`src/core/peru_pkg.sv`:
```
/*
 * Shared constants and types of the PCI error report unit: register
 * offsets, field positions, reset values and the packed carriers.
 * Assumes a 32-bit AXI4-Lite register bus with 16-bit byte addresses.
 */
`default_nettype none

package peru_pkg;

   // ------------------------------------------------------------------
   // Bus widths
   // ------------------------------------------------------------------
   localparam int ADDR_W = 16;           // AXI byte address width
   localparam int DATA_W = 32;           // AXI data width
   localparam int NCAUSE = 27;           // Cause bits 26..0
   localparam int NSERR  = 22;           // System-error mask bits 21..0

   // ------------------------------------------------------------------
   // Register byte offsets
   // ------------------------------------------------------------------
   localparam logic [ADDR_W-1:0] OFF_STATUS_CMD = 16'h0004;
   localparam logic [ADDR_W-1:0] OFF_SERR_MASK  = 16'h0C28;
   localparam logic [ADDR_W-1:0] OFF_ADDR_LO    = 16'h1D40;
   localparam logic [ADDR_W-1:0] OFF_ADDR_HI    = 16'h1D44;
   localparam logic [ADDR_W-1:0] OFF_DATA_LO    = 16'h1D48;
   localparam logic [ADDR_W-1:0] OFF_DATA_HI    = 16'h1D4C;
   localparam logic [ADDR_W-1:0] OFF_CMD_CAP    = 16'h1D50;
   localparam logic [ADDR_W-1:0] OFF_CAUSE      = 16'h1D58;
   localparam logic [ADDR_W-1:0] OFF_IRQ_MASK   = 16'h1D5C;

   // ------------------------------------------------------------------
   // Field positions
   // ------------------------------------------------------------------
   localparam int MASTER_EN_BIT  = 2;   // Bus master enable
   localparam int PAR_RESP_BIT   = 6;   // Parity response enable
   localparam int SYS_ERR_EN_BIT = 8;   // System error enable
   localparam int SYSERR_BIT  = 30;     // System error signalled flag
   localparam int SEL_LSB     = 27;     // Select field 31..27
   localparam int MTRY_BIT    = 10;     // Master attempt while disabled
   localparam int CMD_LSB     = 0;      // Captured command 3..0
   localparam int BE_LSB      = 8;      // Captured byte enables 15..8
   localparam int PAR_BIT     = 16;     // Captured parity
   localparam int PAR64_BIT   = 17;     // Captured upper parity

   // ------------------------------------------------------------------
   // Implemented bits and reset values
   // ------------------------------------------------------------------
   localparam logic [NCAUSE-1:0] CAUSE_IMPL = 27'h73F0F77;
   localparam logic [NSERR-1:0]  SERR_IMPL  = 22'h3F0B77;
   localparam logic [NCAUSE-1:0] CAUSE_RST  = 27'h0000000;
   localparam logic [NCAUSE-1:0] MASK_RST   = 27'h0000000;
   localparam logic [NSERR-1:0]  SMASK_RST  = 22'h000000;

   // ------------------------------------------------------------------
   // AXI responses
   // ------------------------------------------------------------------
   localparam logic [1:0] RESP_OKAY   = 2'h0;
   localparam logic [1:0] RESP_SLVERR = 2'h2;

   // Signals from the PCI core, all timed by the PCI clock
   typedef struct packed {
      logic              pclk;        // PCI clock as seen on the pin
      logic [NCAUSE-1:0] event_set;   // Event strobes, one per cause bit
      logic [63:0]       bus_addr;    // Address of current transaction
      logic [63:0]       bus_data;    // Data of current transaction
      logic [3:0]        bus_cmd;     // Bus command
      logic [7:0]        bus_be;      // Byte enables
      logic              bus_par;     // PAR
      logic              bus_par64;   // PAR64
   } peru_pins_t;

   // Error snapshot held for software
   typedef struct packed {
      logic [63:0] captured_address;
      logic [63:0] captured_data;
      logic [3:0]  captured_command;
      logic [7:0]  captured_byte_enables;
      logic        captured_parity;
      logic        captured_upper_parity;
   } peru_capture_t;

endpackage

`default_nettype wire

```
`src/core/peru_top.sv`:
```
/*
 * PCI error report unit: event cause register with interrupt and
 * system-error masks, first-error capture and the command bits that
 * gate mastering and parity response, behind an AXI4-Lite slave.
 * Assumes the PCI core presents its signals on pins_i in the PCI clock
 * domain, holding them for a whole PCI clock period.
 */
`timescale 1ns/1ps
`default_nettype none

// How it works
// - Target abort seen as master drives system error
// - Retry limit reached drives system error
// - Slave master abort, target abort drive error
// - Access and write protect violations drive error
// - Read buffer discard timeout drives system error
// - Broken master seen by arbiter drives error
// - System error only while its enable set
// - Low mask bits gate parity and abort events
// - Error captures address bits 31 to 0
// - Capture frozen until low address read
// - Error captures address bits 63 to 32
// - Error captures both data words
// - Command, byte enables and parities captured
// - Parity events set cause bits 0 to 6
// - Master failures set cause bits 8 to 11
// - Slave failures set cause bits 16 to 21
// - Self-test, power, reset set bits 24 to 26
// - Select field names the captured event
// - Write zero clears cause, one keeps it
// - Mask bit enables interrupt, resets to zero
// - Command bit 2 gates bus mastering
// - Command bit 6 gates parity response
module peru_top
   import peru_pkg::*;
(
   input  wire logic              clock_i,         // 200 MHz clock
   input  wire logic              rst_n_i,         // Async reset
   input  wire peru_pins_t        pins_i,          // PCI core signals
   input  wire logic [ADDR_W-1:0] s_axi_awaddr,
   input  wire logic              s_axi_awvalid,
   output logic                   s_axi_awready,
   input  wire logic [DATA_W-1:0] s_axi_wdata,
   input  wire logic [3:0]        s_axi_wstrb,
   input  wire logic              s_axi_wvalid,
   output logic                   s_axi_wready,
   output logic [1:0]             s_axi_bresp,
   output logic                   s_axi_bvalid,
   input  wire logic              s_axi_bready,
   input  wire logic [ADDR_W-1:0] s_axi_araddr,
   input  wire logic              s_axi_arvalid,
   output logic                   s_axi_arready,
   output logic [DATA_W-1:0]      s_axi_rdata,
   output logic [1:0]             s_axi_rresp,
   output logic                   s_axi_rvalid,
   input  wire logic              s_axi_rready,
   output logic                   serr_n_o,        // Open-drain level
   output logic                   serr_oe_n_o,     // Low drives pin
   output logic                   irq_o,           // Error interrupt
   output logic                   bus_master_enable_o,
   output logic                   parity_response_enable_o
);

   // ------------------------------------------------------------------
   // State
   // ------------------------------------------------------------------
   typedef struct packed {
      peru_pins_t        s1;          // Synchroniser first stage
      peru_pins_t        s2;          // Synchroniser second stage
      logic              pclk_d;      // Delayed PCI clock for edges
      logic              master_en;   // Command bit 2
      logic              perr_en;     // Command bit 6
      logic              serr_en;     // Command bit 8
      logic              sys_err;     // Status bit 30
      logic [NCAUSE-1:0] cause;       // Sticky event causes
      logic [4:0]        sel;         // Captured event code
      logic              held;        // Snapshot frozen
      peru_capture_t     cap;         // Snapshot
      logic [NCAUSE-1:0] irq_mask;    // Interrupt mask
      logic [NSERR-1:0]  serr_mask;   // System-error mask
      logic [ADDR_W-1:0] aw_addr;     // Held write address
      logic [DATA_W-1:0] w_data;      // Held write data
      logic [3:0]        w_strb;      // Held write strobes
      logic              awready;
      logic              wready;
      logic              bvalid;
      logic [1:0]        bresp;
      logic              arready;
      logic              rvalid;
      logic [1:0]        rresp;
      logic [DATA_W-1:0] rdata;
      logic              serr_oe_n;
      logic              irq;
   } peru_state_t;

   peru_state_t       q;              // Registered state
   peru_state_t       n;              // Next state
   logic [1:0]        rst_sync;       // Reset release stages
   logic              rst_q;          // Synchronised reset, active low
   logic              smp;            // PCI clock falling edge seen
   logic [NCAUSE-1:0] ev;             // Events taken this cycle
   logic [NCAUSE-1:0] clr;            // Cause bits cleared by write
   logic [DATA_W-1:0] wm;             // Write strobes per bit
   logic              rd_lo;          // Low address register read
   logic              wr_go;          // Write address and data held
   logic              serr;           // System error condition

   // Lowest numbered event present gives the select code
   function automatic logic [4:0] first_event(input logic [NCAUSE-1:0] v);
      logic [4:0] code;
      code = 5'h00;
      for (int i = NCAUSE - 1; i >= 0; i--) begin
         if (v[i]) begin
            code = 5'(i);
         end
      end
      return code;
   endfunction

   // ------------------------------------------------------------------
   // Reset release
   // ------------------------------------------------------------------
   // Assert at once, release after two clean edges
   always_ff @(posedge clock_i or negedge rst_n_i) begin
      if (!rst_n_i) begin
         rst_sync <= 2'h0;
      end else begin
         rst_sync <= {rst_sync[0], 1'b1};
      end
   end
   assign rst_q = rst_sync[1];

   // ------------------------------------------------------------------
   // Next state
   // ------------------------------------------------------------------
   always_comb begin
      n     = q;
      clr   = '0;
      rd_lo = 1'b0;
      // Pins pass two flops; only the second stage is looked at
      n.s1     = pins_i;
      n.s2     = q.s1;
      n.pclk_d = q.s2.pclk;
      // Sample mid-period, on the PCI clock falling edge
      smp = q.pclk_d & ~q.s2.pclk;
      ev  = smp ? (q.s2.event_set & CAUSE_IMPL) : '0;
      // Slave, self-test, power and reset events as above
      // Attempt to master counts only while mastering is off
      ev[MTRY_BIT] = smp & q.s2.event_set[MTRY_BIT] & ~q.master_en;
      for (int b = 0; b < 4; b++) begin
         wm[8*b +: 8] = {8{q.w_strb[b]}};
      end

      // Read channel: one read at a time
      if (q.rvalid && s_axi_rready) begin
         n.rvalid  = 1'b0;
         n.arready = 1'b1;
      end
      if (q.arready && s_axi_arvalid) begin
         n.arready = 1'b0;
         n.rvalid  = 1'b1;
         n.rresp   = RESP_OKAY;
         n.rdata   = '0;
         case ({s_axi_araddr[ADDR_W-1:2], 2'h0})
            OFF_STATUS_CMD: begin
               n.rdata[MASTER_EN_BIT]  = q.master_en;
               n.rdata[PAR_RESP_BIT]   = q.perr_en;
               n.rdata[SYS_ERR_EN_BIT] = q.serr_en;
               n.rdata[SYSERR_BIT] = q.sys_err;
            end
            OFF_SERR_MASK: n.rdata[NSERR-1:0] = q.serr_mask;
            OFF_ADDR_LO: begin
               n.rdata = q.cap.captured_address[31:0];
               rd_lo   = 1'b1;
            end
            OFF_ADDR_HI: n.rdata = q.cap.captured_address[63:32];
            OFF_DATA_LO: n.rdata = q.cap.captured_data[31:0];
            OFF_DATA_HI: n.rdata = q.cap.captured_data[63:32];
            OFF_CMD_CAP: begin
               n.rdata[CMD_LSB +: 4]   = q.cap.captured_command;
               n.rdata[BE_LSB +: 8]    = q.cap.captured_byte_enables;
               n.rdata[PAR_BIT]        = q.cap.captured_parity;
               n.rdata[PAR64_BIT]      = q.cap.captured_upper_parity;
            end
            OFF_CAUSE: n.rdata = {q.sel, q.cause};
            OFF_IRQ_MASK: n.rdata[NCAUSE-1:0] = q.irq_mask;
            default: n.rresp = RESP_SLVERR;
         endcase
      end

      // Write channel: address and data taken in either order
      if (q.bvalid && s_axi_bready) begin
         n.bvalid  = 1'b0;
         n.awready = 1'b1;
         n.wready  = 1'b1;
      end
      if (q.awready && s_axi_awvalid) begin
         n.awready = 1'b0;
         n.aw_addr = s_axi_awaddr;
      end
      if (q.wready && s_axi_wvalid) begin
         n.wready = 1'b0;
         n.w_data = s_axi_wdata;
         n.w_strb = s_axi_wstrb;
      end
      wr_go = ~q.awready & ~q.wready & ~q.bvalid;
      if (wr_go) begin
         n.bvalid = 1'b1;
         n.bresp  = RESP_OKAY;
         case ({q.aw_addr[ADDR_W-1:2], 2'h0})
            OFF_STATUS_CMD: begin
               if (wm[MASTER_EN_BIT]) begin
                  n.master_en = q.w_data[MASTER_EN_BIT];
               end
               if (wm[PAR_RESP_BIT]) begin
                  n.perr_en = q.w_data[PAR_RESP_BIT];
               end
               if (wm[SYS_ERR_EN_BIT]) begin
                  n.serr_en = q.w_data[SYS_ERR_EN_BIT];
               end
               if (wm[SYSERR_BIT] && q.w_data[SYSERR_BIT]) begin
                  n.sys_err = 1'b0;                   // Write one clears
               end
            end
            OFF_SERR_MASK: begin
               n.serr_mask = ((q.serr_mask & ~wm[NSERR-1:0])
                             | (q.w_data[NSERR-1:0] & wm[NSERR-1:0]))
                             & SERR_IMPL;
            end
            OFF_IRQ_MASK: begin
               n.irq_mask = ((q.irq_mask & ~wm[NCAUSE-1:0])
                            | (q.w_data[NCAUSE-1:0] & wm[NCAUSE-1:0]))
                            & CAUSE_IMPL;
            end
            OFF_CAUSE: clr = ~q.w_data[NCAUSE-1:0] & wm[NCAUSE-1:0];
            OFF_ADDR_LO, OFF_ADDR_HI, OFF_DATA_LO, OFF_DATA_HI,
            OFF_CMD_CAP: ; // Read-only, write ignored
            default: n.bresp = RESP_SLVERR;
         endcase
      end

      // Zero written clears, a new event in the same cycle wins
      n.cause = (q.cause & ~clr) | ev;

      // Snapshot loads only when free; reading low address frees it
      if (rd_lo) begin
         n.held = 1'b0;
      end
      if (!q.held && (ev != '0)) begin
         n.held = 1'b1;
         n.sel  = first_event(ev);
         n.cap.captured_address = q.s2.bus_addr;
         n.cap.captured_data    = q.s2.bus_data;
         n.cap.captured_command      = q.s2.bus_cmd;
         n.cap.captured_byte_enables = q.s2.bus_be;
         n.cap.captured_parity       = q.s2.bus_par;
         n.cap.captured_upper_parity = q.s2.bus_par64;
      end

      // System error: masked causes, gated by the enable bit
      serr = n.serr_en
             & ((n.cause[NSERR-1:0] & n.serr_mask) != '0);
      // Each masked bit feeds the OR above
      n.serr_oe_n = ~serr;
      if (serr) begin
         n.sys_err = 1'b1;
      end
      n.irq = (n.cause & n.irq_mask) != '0;
   end

   // ------------------------------------------------------------------
   // State register
   // ------------------------------------------------------------------
   always_ff @(posedge clock_i or negedge rst_q) begin
      if (!rst_q) begin
         q           <= '0;
         q.cause     <= CAUSE_RST;
         q.irq_mask  <= MASK_RST;
         q.serr_mask <= SMASK_RST;
         q.awready   <= 1'b1;
         q.wready    <= 1'b1;
         q.arready   <= 1'b1;
         q.serr_oe_n <= 1'b1;
      end else begin
         q <= n;
      end
   end

   // ------------------------------------------------------------------
   // Outputs
   // ------------------------------------------------------------------
   assign s_axi_awready            = q.awready;
   assign s_axi_wready             = q.wready;
   assign s_axi_bvalid             = q.bvalid;
   assign s_axi_bresp              = q.bresp;
   assign s_axi_arready            = q.arready;
   assign s_axi_rvalid             = q.rvalid;
   assign s_axi_rresp              = q.rresp;
   assign s_axi_rdata              = q.rdata;
   assign serr_n_o                 = q.sys_err & 1'b0; // Pin pulled low
   assign serr_oe_n_o              = q.serr_oe_n;
   assign irq_o                    = q.irq;
   assign bus_master_enable_o      = q.master_en;
   assign parity_response_enable_o = q.perr_en;
endmodule

`default_nettype wire

```
`config.mk`:
```
export PLATFORM = sky130hd
export DESIGN_NAME = peru_top
export DESIGN_NICKNAME = d
export VERILOG_FILES = /design/src/core/peru_pkg.sv /design/src/core/peru_top.sv
export SDC_FILE = /design/constraint.sdc
export NUM_CORES = 1
export LEC_CHECK = 0
export BUFFER_PORTS_ARGS = -buffer_cell sky130_fd_sc_hd__buf_2
export CAP_MARGIN = 20
export CORE_MARGIN = 10
export CORE_UTILIZATION = 51
export CTS_CLUSTER_DIAMETER = 150
export CTS_CLUSTER_SIZE = 25
export DETAILED_ROUTE_END_ITERATION = 10
export PLACE_DENSITY = 0.84
export SYNTH_ARGS = -nofsm -noshare
export SYNTH_HDL_FRONTEND = slang
export SYNTH_SLANG_ARGS = --single-unit
```
`constraint.sdc`:
```
create_clock -name clock_i -period 19.3 [get_ports clock_i]
set_clock_uncertainty 0.1 [all_clocks]
set_input_delay 1.93 -clock clock_i [delete_from_list [all_inputs] [get_ports clock_i]]
set_output_delay 1.93 -clock clock_i [all_outputs]
set_load 0.005 [all_outputs]
```
* Word level (Yosys, flattened, before mapping)
Index checks and enable logic that the tools add are counted.
** Storage, ports and cells
- Bits of input ports :: 245
- Output and inout port bits :: 46
- Word-level logic and storage cells :: 177
- Register bits after elaboration :: 665
** Operators by class
- Mux-type cells :: 63
- Bitwise logic cells :: 27
- Reduce and logical (&&, ||, !) cells :: 23
- Eq/ne operators :: 18
** Operator list (number)
- 14-bit by 11-bit == test with 1-bit output, second input constant :: 14
- 143-bit 2-to-1 mux :: 1
- 27-bit bitwise AND :: 5
- 5-bit 2-to-1 mux :: 27
- 27-bit 2-to-1 mux :: 4
- 27-bit NOT :: 3
- 9-bit one-hot mux with 8 select lines :: 1
- 22-bit bitwise AND :: 3
- 27-bit OR :: 2
- 27-bit nonzero test :: 2
- 49-bit 2-to-1 mux :: 1
- 36-bit 2-to-1 mux :: 1
- 5-bit one-hot mux with 6 select lines :: 1
- 14-bit by 1-bit == test with 1-bit output, second input constant :: 2
- 14-bit by 10-bit == test with 1-bit output, second input constant :: 2
- 4-bit one-hot mux with 7 select lines :: 1
- 22-bit 2-to-1 mux :: 1
- 22-bit NOT :: 1
- 22-bit OR :: 1
- 22-bit nonzero test :: 1
- 1-bit one-hot mux with 9 select lines :: 2
- 9-bit OR reduction :: 2
- 1-bit one-hot mux with 8 select lines :: 2
- 2-bit one-hot mux with 8 select lines :: 1
- 14 further kinds :: 50

* Longest topological paths before layout
Gate-level depths: netlist (run 1).
- Depth in word-level cells :: 30
- Mapped depth :: 10
- Gate-level depth less buffers :: 8

* Worst setup path before layout (run 1)
OpenSTA, ideal clock, no wires.
- Path kind :: input to register
- From :: input s_axi_araddr[7]
- To :: register q, in the netlist s_axi_rdata[0]
- Data required time :: 19.136 ns
- Data arrival time :: 4.021 ns
- Setup slack :: 15.115 ns
- Path buffers :: 2
- Stages :: 9
- Library setup time :: 0.064 ns
- Cells stage by stage :: or4_1 -> nor3_1 -> nor4b_1 -> and3_1 -> clkbuf_1 -> clkbuf_1 -> a222oi_1 -> a21oi_1 -> a21o_1
** On the way
- Longest elaborated chain between the ends :: 2
- Elaborated cells on any way between the ends :: 9
- Those cells by class :: eq/ne: 8; mux: 1
** RTL lines
- start, declared :: RTL line peru_top.sv:50 : input wire logic [ADDR_W-1:0] s_axi_araddr,
- 14-bit by 11-bit == test with 1-bit output / 14-bit by 10-bit == test with 1-bit output (equally long branches) :: RTL line peru_top.sv:164 : case ({s_axi_araddr[ADDR_W-1:2], 2'h0})
- 2-bit one-hot mux with 8 select lines (*) :: RTL line peru_top.sv:164
- end signal, assigned :: RTL line peru_top.sv:285 : q <= n;
- end, declared :: RTL line peru_top.sv:96 : peru_state_t q;
Mark *: on every way between the ends. The rest lies on a longest branch, timed or not.
A chain may end at the register's enable or synchronous reset.

* Worst setup path in the final report (run 1)
- From :: input s_axi_araddr[7]
- To :: register q, in the netlist s_axi_rdata[8]
** On the way
- Longest elaborated chain between the ends :: 2
- Elaborated cells on any way between the ends :: 10
- Those cells by class :: eq/ne: 9; mux: 1
** RTL lines (RTL line)
- 14-bit by 11-bit == test with 1-bit output, or another cell as far along :: peru_top.sv:164
- 1-bit one-hot mux with 9 select lines (*) :: peru_top.sv:164
Marks and branches as above.

==> impl_metrics.env, run 1 <==
export IMPL_wire_per_inst_um=24.52
export IMPL_clk_pin_slew_worst_paths_ps=100
export IMPL_grt_pass1_wl_um=84640
export IMPL_cts_resized=0
export IMPL_antenna_found_initial=9
export IMPL_dpl_cell_count=2221
export IMPL_pin_count=291
export IMPL_area_growth_pct=12.12
export IMPL_min_path_type="register to register"
export IMPL_yosysMostFrequentCell="dfrtp_1"
export IMPL_dp_hpwl_um=40030
export IMPL_crit_required_ps=19730
export IMPL_place_ws_ps=14250
export IMPL_placementRows=76
export IMPL_reg2reg_to="q[263]"
export IMPL_criticalPathCategory="input port to register"
export IMPL_avgSynthCellArea_sq_um=15.52
export IMPL_synth_edf_count=0
export IMPL_cts_setup_buffers=0
export IMPL_fin_util_pct=57.88
export IMPL_vias_per_cell=5.651
export IMPL_max_cap_violations=0
export IMPL_gr_total_overflow=0
export IMPL_cts_hold_buffers=0
export IMPL_cp_depth=9
export IMPL_gp_congestion=0.9162
export IMPL_path_buf_inv=2
export IMPL_crit_family="simple AND/OR/NAND/NOR gates"
export IMPL_die_area_sq_mm=0.05246
export IMPL_crit_slowest_cell="nor4b_1"
export IMPL_critPathLaunch="s_axi_araddr[7]"
export IMPL_fin_cells=2284
export IMPL_start_kind="input port"
export IMPL_dieWidth_um=229.0
export IMPL_synth_cell_types=69
export IMPL_start_util_pct=51.62
export IMPL_ys_seq_area_share_pct=72.11
export IMPL_antenna_left=0
export IMPL_rr_worst_depth=8
export IMPL_reg2reg_slack_ps=15220
export IMPL_slew_viol_final=0
export IMPL_core_area_sq_mm=0.04317
export IMPL_slew_headroom_pct=25.24
export IMPL_dr_pass1_iters=6
export IMPL_clock_sinks=642
export IMPL_fin_nets=1914
export IMPL_p_total_mw=2.480
export IMPL_p_leak_nw=11.83
export IMPL_ir_drop_uv=91.22
export IMPL_status="finished, final reports clean"
export IMPL_synth_area_sq_mm=0.02229
export IMPL_yosys_top_cells_count="dfrtp_1, mux2_2, nor2_1"
export IMPL_grt_use_total_pct=21.00
export IMPL_timing_rr_start="n[323]"
export IMPL_drc=0
export IMPL_tns_ps=0
export IMPL_cts_tree="done"
export IMPL_postSynthCellCount=1436
export IMPL_crit_fanout=23
export IMPL_tightest_slew_ps=1121
export IMPL_cp_cell_sequence="buf_2 > or4_1 > nor3_1 > nor4b_1 > and3_1 > buf_4 > o31ai_1 > a31oi_1 > a21o_1"
export IMPL_clk_latency_ps=610
export IMPL_pwr_density_cell_mw_per_mm2=99.24
export IMPL_yosysTopAreaCell="dfrtp_1"
export IMPL_hold_viol=0
export IMPL_drive_above_1_share_pct=34.22
export IMPL_die_y_um=229.0
export IMPL_synth_area_top_cells="dfrtp_1, mux2_2, a222oi_1, buf_4, nor2_1"
export IMPL_crit_path_end_kind="register"
export IMPL_first_iter_violations=1245
export IMPL_cts_buffer_depth=3
export IMPL_portBuffers=271
export IMPL_cts_root_buf="clkbuf_16"
export IMPL_finalCriticalPeriod_ps=4503
export IMPL_rsz0062_at_grt="false"
export IMPL_period_share_pct=23.33
export IMPL_crit_end="s_axi_rdata[8]"
export IMPL_crit_arrival_ps=4930
export IMPL_vias=12908
export IMPL_synth_top_cell_area_share_pct=71.64
export IMPL_grt_pass1_vias=13773
export IMPL_setup_ws_ps=14800
export IMPL_grt_max_degree=187
export IMPL_critPathMaxStageDelay_ps=560
export IMPL_async_flop_share_pct=100.0
export IMPL_ys_ff_latch=642
export IMPL_clock_fmax_mhz=222.1
export IMPL_numCtsBuffers=29
export IMPL_synth_flop_cell="dfrtp_1"
export IMPL_routed_wl_um=56000
export IMPL_setup_violations_final=0
export IMPL_cts_htree_levels=1
export IMPL_yosys_warnings=0
layout by cell type (no fill, tap or decap), types with 3 or more instances in the layout:
master     netlist  layout
conb_1           2       4
o31ai_1          9       9
a211oi_1         4       4
nor3_1           9       7
or4_1            4       4
nand2_1         53      52
a22o_1          17      17
diode_2          0       7
nor3_2           1       3
nor2_1          57      56
nand3_1          8       8
mux4_2           6       6
nand2_2          2       3
o31a_1           8       8
inv_1           27      27
o41ai_1          6       6
nor2b_1         18      18
nor4_4           2       3
o21ai_0         20      20
clkbuf_16        0      29
dfrtp_1        638     637
a222oi_1        31      31
buf_2            0     271
a21o_1          10      10
a21oi_1         33      33
a31oi_1         17      17
and3_1           6       6
mux2i_1         21      21
or3_1            5       5
mux2_2         221     221
o21a_1           4       4
and2_1           6       6
nand4_1          5       5
and4_1           3       3
a221oi_1        24      24
clkbuf_1        49      23
dfstp_2          4       4
buf_4           37      17
a22oi_1         19      19
registers in the layout, indices dropped and copies added (netlist names):
| register | count |
|---|---|
| s_axi_rresp | 1 |
| parity_response_enable_o | 1 |
| s_axi_rdata | 32 |
| s_axi_awready | 1 |
| s_axi_bresp | 1 |
| serr_oe_n_o | 1 |
| rst_sync | 2 |
| s_axi_bvalid | 1 |
| s_axi_arready | 1 |
| q | 434 |
| n | 163 |
| s_axi_rvalid | 1 |
| s_axi_wready | 1 |
| bus_master_enable_o | 1 |
| irq_o | 1 |
worst min-delay path by stage:
stage                  end  slack [ps]   startpoint  depth (start not counted)
6_report            q[368]         240       n[368]                          0
5_1_grt             q[404]         260       n[404]                          0
3_5_place_dp        q[331]         230       n[331]                          0
4_1_cts             q[433]         240       n[433]                          0
2_1_floorplan  rst_sync[1]         230  rst_sync[0]                          0
3_3_place_gp        q[360]         230       n[360]                          0
logic make-up after synthesis:
group	synth area share (%)
simple gates	4.885
buf+inv	2.611
compound gates	7.574
flops	72.11
mux	12.78
other cells	0.03370
through the flow:
| step | hold WS, ps | instance area (sq um) |
|---|---|---|
| finish | 240.9 | 24990 |
| global route | 256.8 | 24980 |
| CTS | 241.1 | 24910 |
| detailed placement | 234.7 | 24080 |
| global placement | 233.7 | 24080 |
| floorplan | 231.1 | 22290 |
per-layer routing:
layer | vias to the layer above | routed length (um) | global-route usage (%)
li1 | 5574 | - | -
met5 | - | 33 | 0
met2 | 476 | 27020 | 33.99
met4 | 6 | 1645 | 7.366
met1 | 6772 | 22770 | 27.67
met3 | 80 | 4522 | 4.586
cell type report:
type,count,area (sq um)
Timing Repair Buffer,291,1559
Sequential cell,642,16070
Inverter,27,101.3
Clock buffer,52,812.0
Antenna cell,7,17.52
Fill cell,3325,18180
Clock inverter,2,17.52
Tap cell,585,732.0
Multi-Input combinational cell,678,5673
worst reg2reg max path: stages, from the launching register on:
cell	delay [ps]
dfrtp_1	410
nor2b_1	120
buf_4	290
o31ai_1	210
a21oi_1	290
or2_4	580
buf_4	710
buf_4	760
mux2_2	470
where the power goes:
part           total [mW]  switching, mW  internal, mW
clock               0.691          0.402         0.289
combinational       0.240          0.129         0.112
sequential           1.55         0.0930          1.46
total                2.48          0.624          1.86
(Power assumes the default switching activity.)
==> run 2, diff against run 1 <==
Clock period 19.3 ns to 4 ns, I/O delays scaled along.
==> run 2 against run 1 <==
Largest power group unchanged; highest routed layer is now met4; cell area rose by 9.4%; clock-buffer cell count unchanged; combinational power increased to 5.8 times the previous value; core utilization up 5.5 points; largest cell class unchanged; critical endpoint is now q[319]; flip-flop and latch count did not move; critical path depth down 1; final cell count rose by 10%; clock power increased to 4.8 times the previous value; sequential power increased to 4.8 times the previous value.
==> impl_metrics.env, run 2 (synthesis results as in run 1) <==
export IMPL_status="finished, final reports clean"
export IMPL_dr_pass1_iters=6
export IMPL_dp_hpwl_um=40560
export IMPL_vias=13943
export IMPL_pwr_share_comb_pct=11.3
export IMPL_fin_nets=2149
export IMPL_vias_per_cell=5.546
export IMPL_crit_path_end_kind="register"
export IMPL_rsz0062_at_grt="false"
export IMPL_p_leak_nw=12.85
export IMPL_clock_fmax_mhz=270.4
export IMPL_area_growth_pct=22.69
export IMPL_cts_tree="done"
export IMPL_slew_viol_final=0
export IMPL_drive_above_1_share_pct=30.89
export IMPL_placementRows=76
export IMPL_min_path_type="register to register"
export IMPL_gr_total_overflow=0
export IMPL_pwr_share_clk_pct=27.4
export IMPL_final_common_cell="dfrtp_1"
export IMPL_crit_arrival_ps=4080
export IMPL_min_delay_start="n[335]"
export IMPL_reg2reg_slack_ps=300
export IMPL_cts_root_buf="clkbuf_16"
export IMPL_cts_hold_buffers=218
export IMPL_hold_viol=0
export IMPL_min_to="q[335]"
export IMPL_pwr_share_seq_pct=61.3
export IMPL_max_cap_violations=0
export IMPL_grt_max_degree=135
export IMPL_slew_headroom_pct=39.96
export IMPL_crit_fanout=6
export IMPL_cts_setup_buffers=0
export IMPL_setup_violations_final=0
export IMPL_crit_required_ps=4380
export IMPL_criticalPathCategory="register to register"
export IMPL_tightest_slew_ps=893.2
export IMPL_drc=0
export IMPL_final_cell_mix="dfrtp_1, buf_2, mux2_2, dlygate4sd3_1, nor2_1"
export IMPL_pwr_density_cell_mw_per_mm2=446.5
export IMPL_netSwitchingFraction_pct=25.37
export IMPL_cts_buffer_depth=3
export IMPL_clk_latency_ps=610
export IMPL_antenna_found_initial=4
export IMPL_die_y_um=229.0
export IMPL_p_sw_mw=3.098
export IMPL_gp_congestion=0.9433
export IMPL_start_util_pct=51.62
export IMPL_core_area_sq_mm=0.04317
export IMPL_rr_worst_depth=8
export IMPL_pin_count=291
export IMPL_start_kind="register"
export IMPL_dpl_cell_count=2240
export IMPL_fin_cells=2514
export IMPL_first_iter_violations=1308
export IMPL_cts_resized=0
export IMPL_antenna_left=0
export IMPL_grt_pass1_vias=15219
export IMPL_hold_depth=0
export IMPL_largest_register_ffs=434
export IMPL_routed_wl_um=60230
export IMPL_portBuffers=271
export IMPL_numCtsBuffers=29
export IMPL_clk_pin_slew_worst_paths_ps=90
export IMPL_wire_per_inst_um=23.96
export IMPL_top_register="q"
export IMPL_ir_drop_uv=462.6
export IMPL_timing_rr_start="q[83]"
export IMPL_p_total_mw=12.21
export IMPL_cts_htree_levels=1
export IMPL_grt_pass1_wl_um=92290
export IMPL_clock_sinks=642
export IMPL_p_int_mw=9.111
export IMPL_grt_use_total_pct=22.75
export IMPL_finalCriticalPeriod_ps=3698
export IMPL_period_share_pct=92.46
export IMPL_dieWidth_um=229.0
export IMPL_reg2reg_to="q[319]"
export IMPL_die_area_sq_mm=0.05246
run 2: power groups by stage:
stage,logic (mW),clock network (mW),registers [mW]
5_1_grt,1.52,3.67,7.54
6_report,1.38,3.35,7.48
2_1_floorplan,0.748,0,7.49
4_1_cts,1.38,3.39,7.46
3_5_place_dp,1.19,0,7.58
3_3_place_gp,1.16,0,7.55
run 2: worst max-delay path: stages, from the launching register on:
cell and delay, ps:
dfrtp_1 420, or4_4 570, or4_2 760, nor2_4 280, mux2i_1 310, a2bb2o_4 240, or4_4 530, o31ai_4 290
nand2_2 80
run 2: layer usage:
layer / up-vias / track usage [%] / routed length (um)
li1: 6035 / - / -
met1: 7213 / 29.29 / 24200
met2: 577 / 37.79 / 29610
met3: 118 / 4.623 / 4277
met4: 0 / 8.111 / 2140
met5: - / 0 / 0
run 2: worst max path at each step:
stage,end,startpoint,slack [ps],cells after the start
final,q[319],q[83],300,8
after global routing,q[319],q[92],230,8
after CTS,q[319],q[83],320,8
after detailed placement,q[319],q[83],350,8
after global placement,q[319],q[83],400,8
after floorplan,bus_master_enable_o,rst_sync[1],-2310,0
run 2: cell type report:
type                    instances  area [sq um]
well taps                     585         732.0
clock inverters                 1         8.758
flip-flops and latches        642         16070
repair buffers                526          3941
fillers                      3089         15830
multi-input cells             678          5664
inverters                      27         101.3
diodes                          3         7.507
clock buffers                  52         812.0
run 2: stage by stage:
step / util [%] / hold WS [ps] / cell area [sq um] / setup TNS, ps / setup WS, ps
finish: 63.33 / 251.5 / 27340 / 0 / 301.7
CTS: 63.31 / 248.0 / 27330 / 0 / 321.1
global placement: 56.36 / 85.07 / 24330 / 0 / 400.0
floorplan: - / 4.409 / 22300 / -1474060 / -2313
global route: 63.33 / 259.7 / 27340 / 0 / 231.9
detailed placement: 56.36 / 87.17 / 24330 / 0 / 347.8
==> run 3, diff against run 2 <==
Clock period 4 ns to 3.31 ns, I/O delays scaled along.
==> run 3 against run 2 <==
Worst setup slack got worse by 280 ps; clock power up 21%; global-route usage increased by 0.21 points; via count is 0.77% higher; highest routed layer is now met5; clock-buffer cell count unchanged; core utilization is 0.93 points higher; die area unchanged; maximum frequency grew 12%.
==> impl_metrics.env, run 3 (synthesis results as in run 1) <==
export IMPL_status="finished, final reports clean"
export IMPL_clock_sinks=642
export IMPL_met3_usage_pct=4.697
export IMPL_die_y_um=229.0
export IMPL_core_area_sq_mm=0.04317
export IMPL_numCtsBuffers=29
export IMPL_slew_headroom_pct=38.51
export IMPL_hold_viol=0
export IMPL_cts_tree="done"
export IMPL_portBuffers=271
export IMPL_ir_drop_uv=431.9
export IMPL_fin_util_pct=64.27
export IMPL_dp_hpwl_um=42310
export IMPL_clk_latency_ps=610
export IMPL_area_growth_pct=24.50
export IMPL_p_leak_nw=13.07
export IMPL_largest_register_ffs=434
export IMPL_start_kind="register"
export IMPL_min_path_type="register to register"
export IMPL_crit_fanout=4
export IMPL_busiest_layer="met2"
export IMPL_gp_congestion=0.9600
export IMPL_grtUsageMet1_pct=30.03
export IMPL_pin_count=291
export IMPL_dieWidth_um=229.0
export IMPL_crit_required_ps=3710
export IMPL_placementRows=76
export IMPL_dr_pass1_iters=9
export IMPL_grt_pass1_vias=15288
export IMPL_crit_path_end_kind="register"
export IMPL_fin_nets=2192
export IMPL_finalCriticalPeriod_ps=3289
export IMPL_cts_root_buf="clkbuf_16"
export IMPL_setup_violations_final=0
export IMPL_clock_fmax_mhz=304.0
export IMPL_rsz0062_at_grt="true"
export IMPL_max_cap_violations=0
export IMPL_drc=0
export IMPL_clk_pin_slew_worst_paths_ps=100
export IMPL_grt_max_degree=96
export IMPL_cts_htree_levels=1
export IMPL_grt_pass1_wl_um=93050
export IMPL_routed_wl_um=61000
export IMPL_grt_use_total_pct=22.96
export IMPL_cts_buffer_depth=3
export IMPL_start_util_pct=51.62
export IMPL_antenna_found_initial=4
export IMPL_final_common_cell="dfrtp_1"
export IMPL_slew_viol_final=0
export IMPL_criticalPathCategory="register to register"
export IMPL_period_share_pct=99.36
export IMPL_tns_ps=0
export IMPL_use_met2_pct=37.82
export IMPL_wire_per_inst_um=23.87
export IMPL_pwr_density_cell_mw_per_mm2=538.5
export IMPL_top_register="q"
export IMPL_first_iter_violations=1388
export IMPL_drive_above_1_share_pct=32.76
export IMPL_final_cell_mix="dfrtp_1, buf_2, mux2_2, dlygate4sd3_1, buf_4"
export IMPL_crit_arrival_ps=3690
export IMPL_gr_total_overflow=0
export IMPL_vias_per_cell=5.497
export IMPL_tightest_slew_ps=922.3
export IMPL_vias=14051
export IMPL_antenna_left=0
export IMPL_die_area_sq_mm=0.05246
==> run 3: cell count changes in the layout (fill, tap and decap cells not counted), sizes merged <==
cell	before	now
buf	308	351
diode	3	2
==> run 3: through the flow <==
stage          power [mW]  instances  instance area, sq um  setup WS [ps]  hold WS (ps)
2_1_floorplan       9.960       1438                 22300          -3003        -64.59
3_3_place_gp        10.65       2275                 24620          21.53         16.00
3_5_place_dp        10.73       2275                 24620         -81.27         18.18
4_1_cts             14.93       2548                 27640          4.911         231.3
5_1_grt             15.52       2556                 27740         -23.62         253.5
6_report            14.94       2556                 27740          21.05         236.5
==> run 3: where the power goes <==
part | switching (mW) | internal (mW) | leakage (nW) | total (mW)
clock network | 2.36 | 1.68 | 0.389 | 4.04
logic | 0.902 | 0.944 | 4.75 | 1.85
registers | 0.571 | 8.49 | 7.94 | 9.06
total | 3.83 | 11.1 | 13.1 | 14.9
==> run 3: what timing repair did <==
| action | CTS | global route |
|---|---|---|
| gates cloned | 0 | 0 |
| resized for setup | 2 | 12 |
| setup endpoints to repair | 2 | 3 |
| buffers inserted | 2 | 6 |
| hold buffers | 218 | 0 |
| hold endpoints to repair | 215 | 0 |
| pin swaps | 1 | 7 |
==> run 3: final cells by class <==
class                      instances  area, sq um
multi-input combinational        678         5708
sequential                       642        16080
clock buffer                      52        812.0
antenna                            2        5.005
tap                              585        732.0
inverter                          27        101.3
fill                            3110        15430
clock inverter                     1        8.758
timing repair buffer             569         4300
==> run 3: worst paths after layout <==
check,start,to,slack [ps],cells past startpoint
max,q[94],q[319],20,9
min,n[388],q[388],240,0
max reg2reg,q[94],q[319],20,9
min reg2reg,n[388],q[388],240,0
max in group asynchronous,rst_sync[1],s_axi_arready,1720,1
min in group asynchronous,rst_sync[1],n[434],370,0
==> run 3: routing by layer <==
metal | vias to the layer above | share of wire, %
met5 | - | 0.021
met4 | 2 | 3.3
met3 | 107 | 8.0
met2 | 582 | 49
met1 | 7248 | 40
li1 | 6112 | -
==> run 3: worst max-delay path: stages, from the launching register on <==
cell and delay [ps]:
dfrtp_2 430, or4bb_1 500, or4_4 570, nor2_4 220
buf_6 160, mux2i_2 270, o22ai_2 130, or4_4 540
o31ai_4 220, nand2_2 60
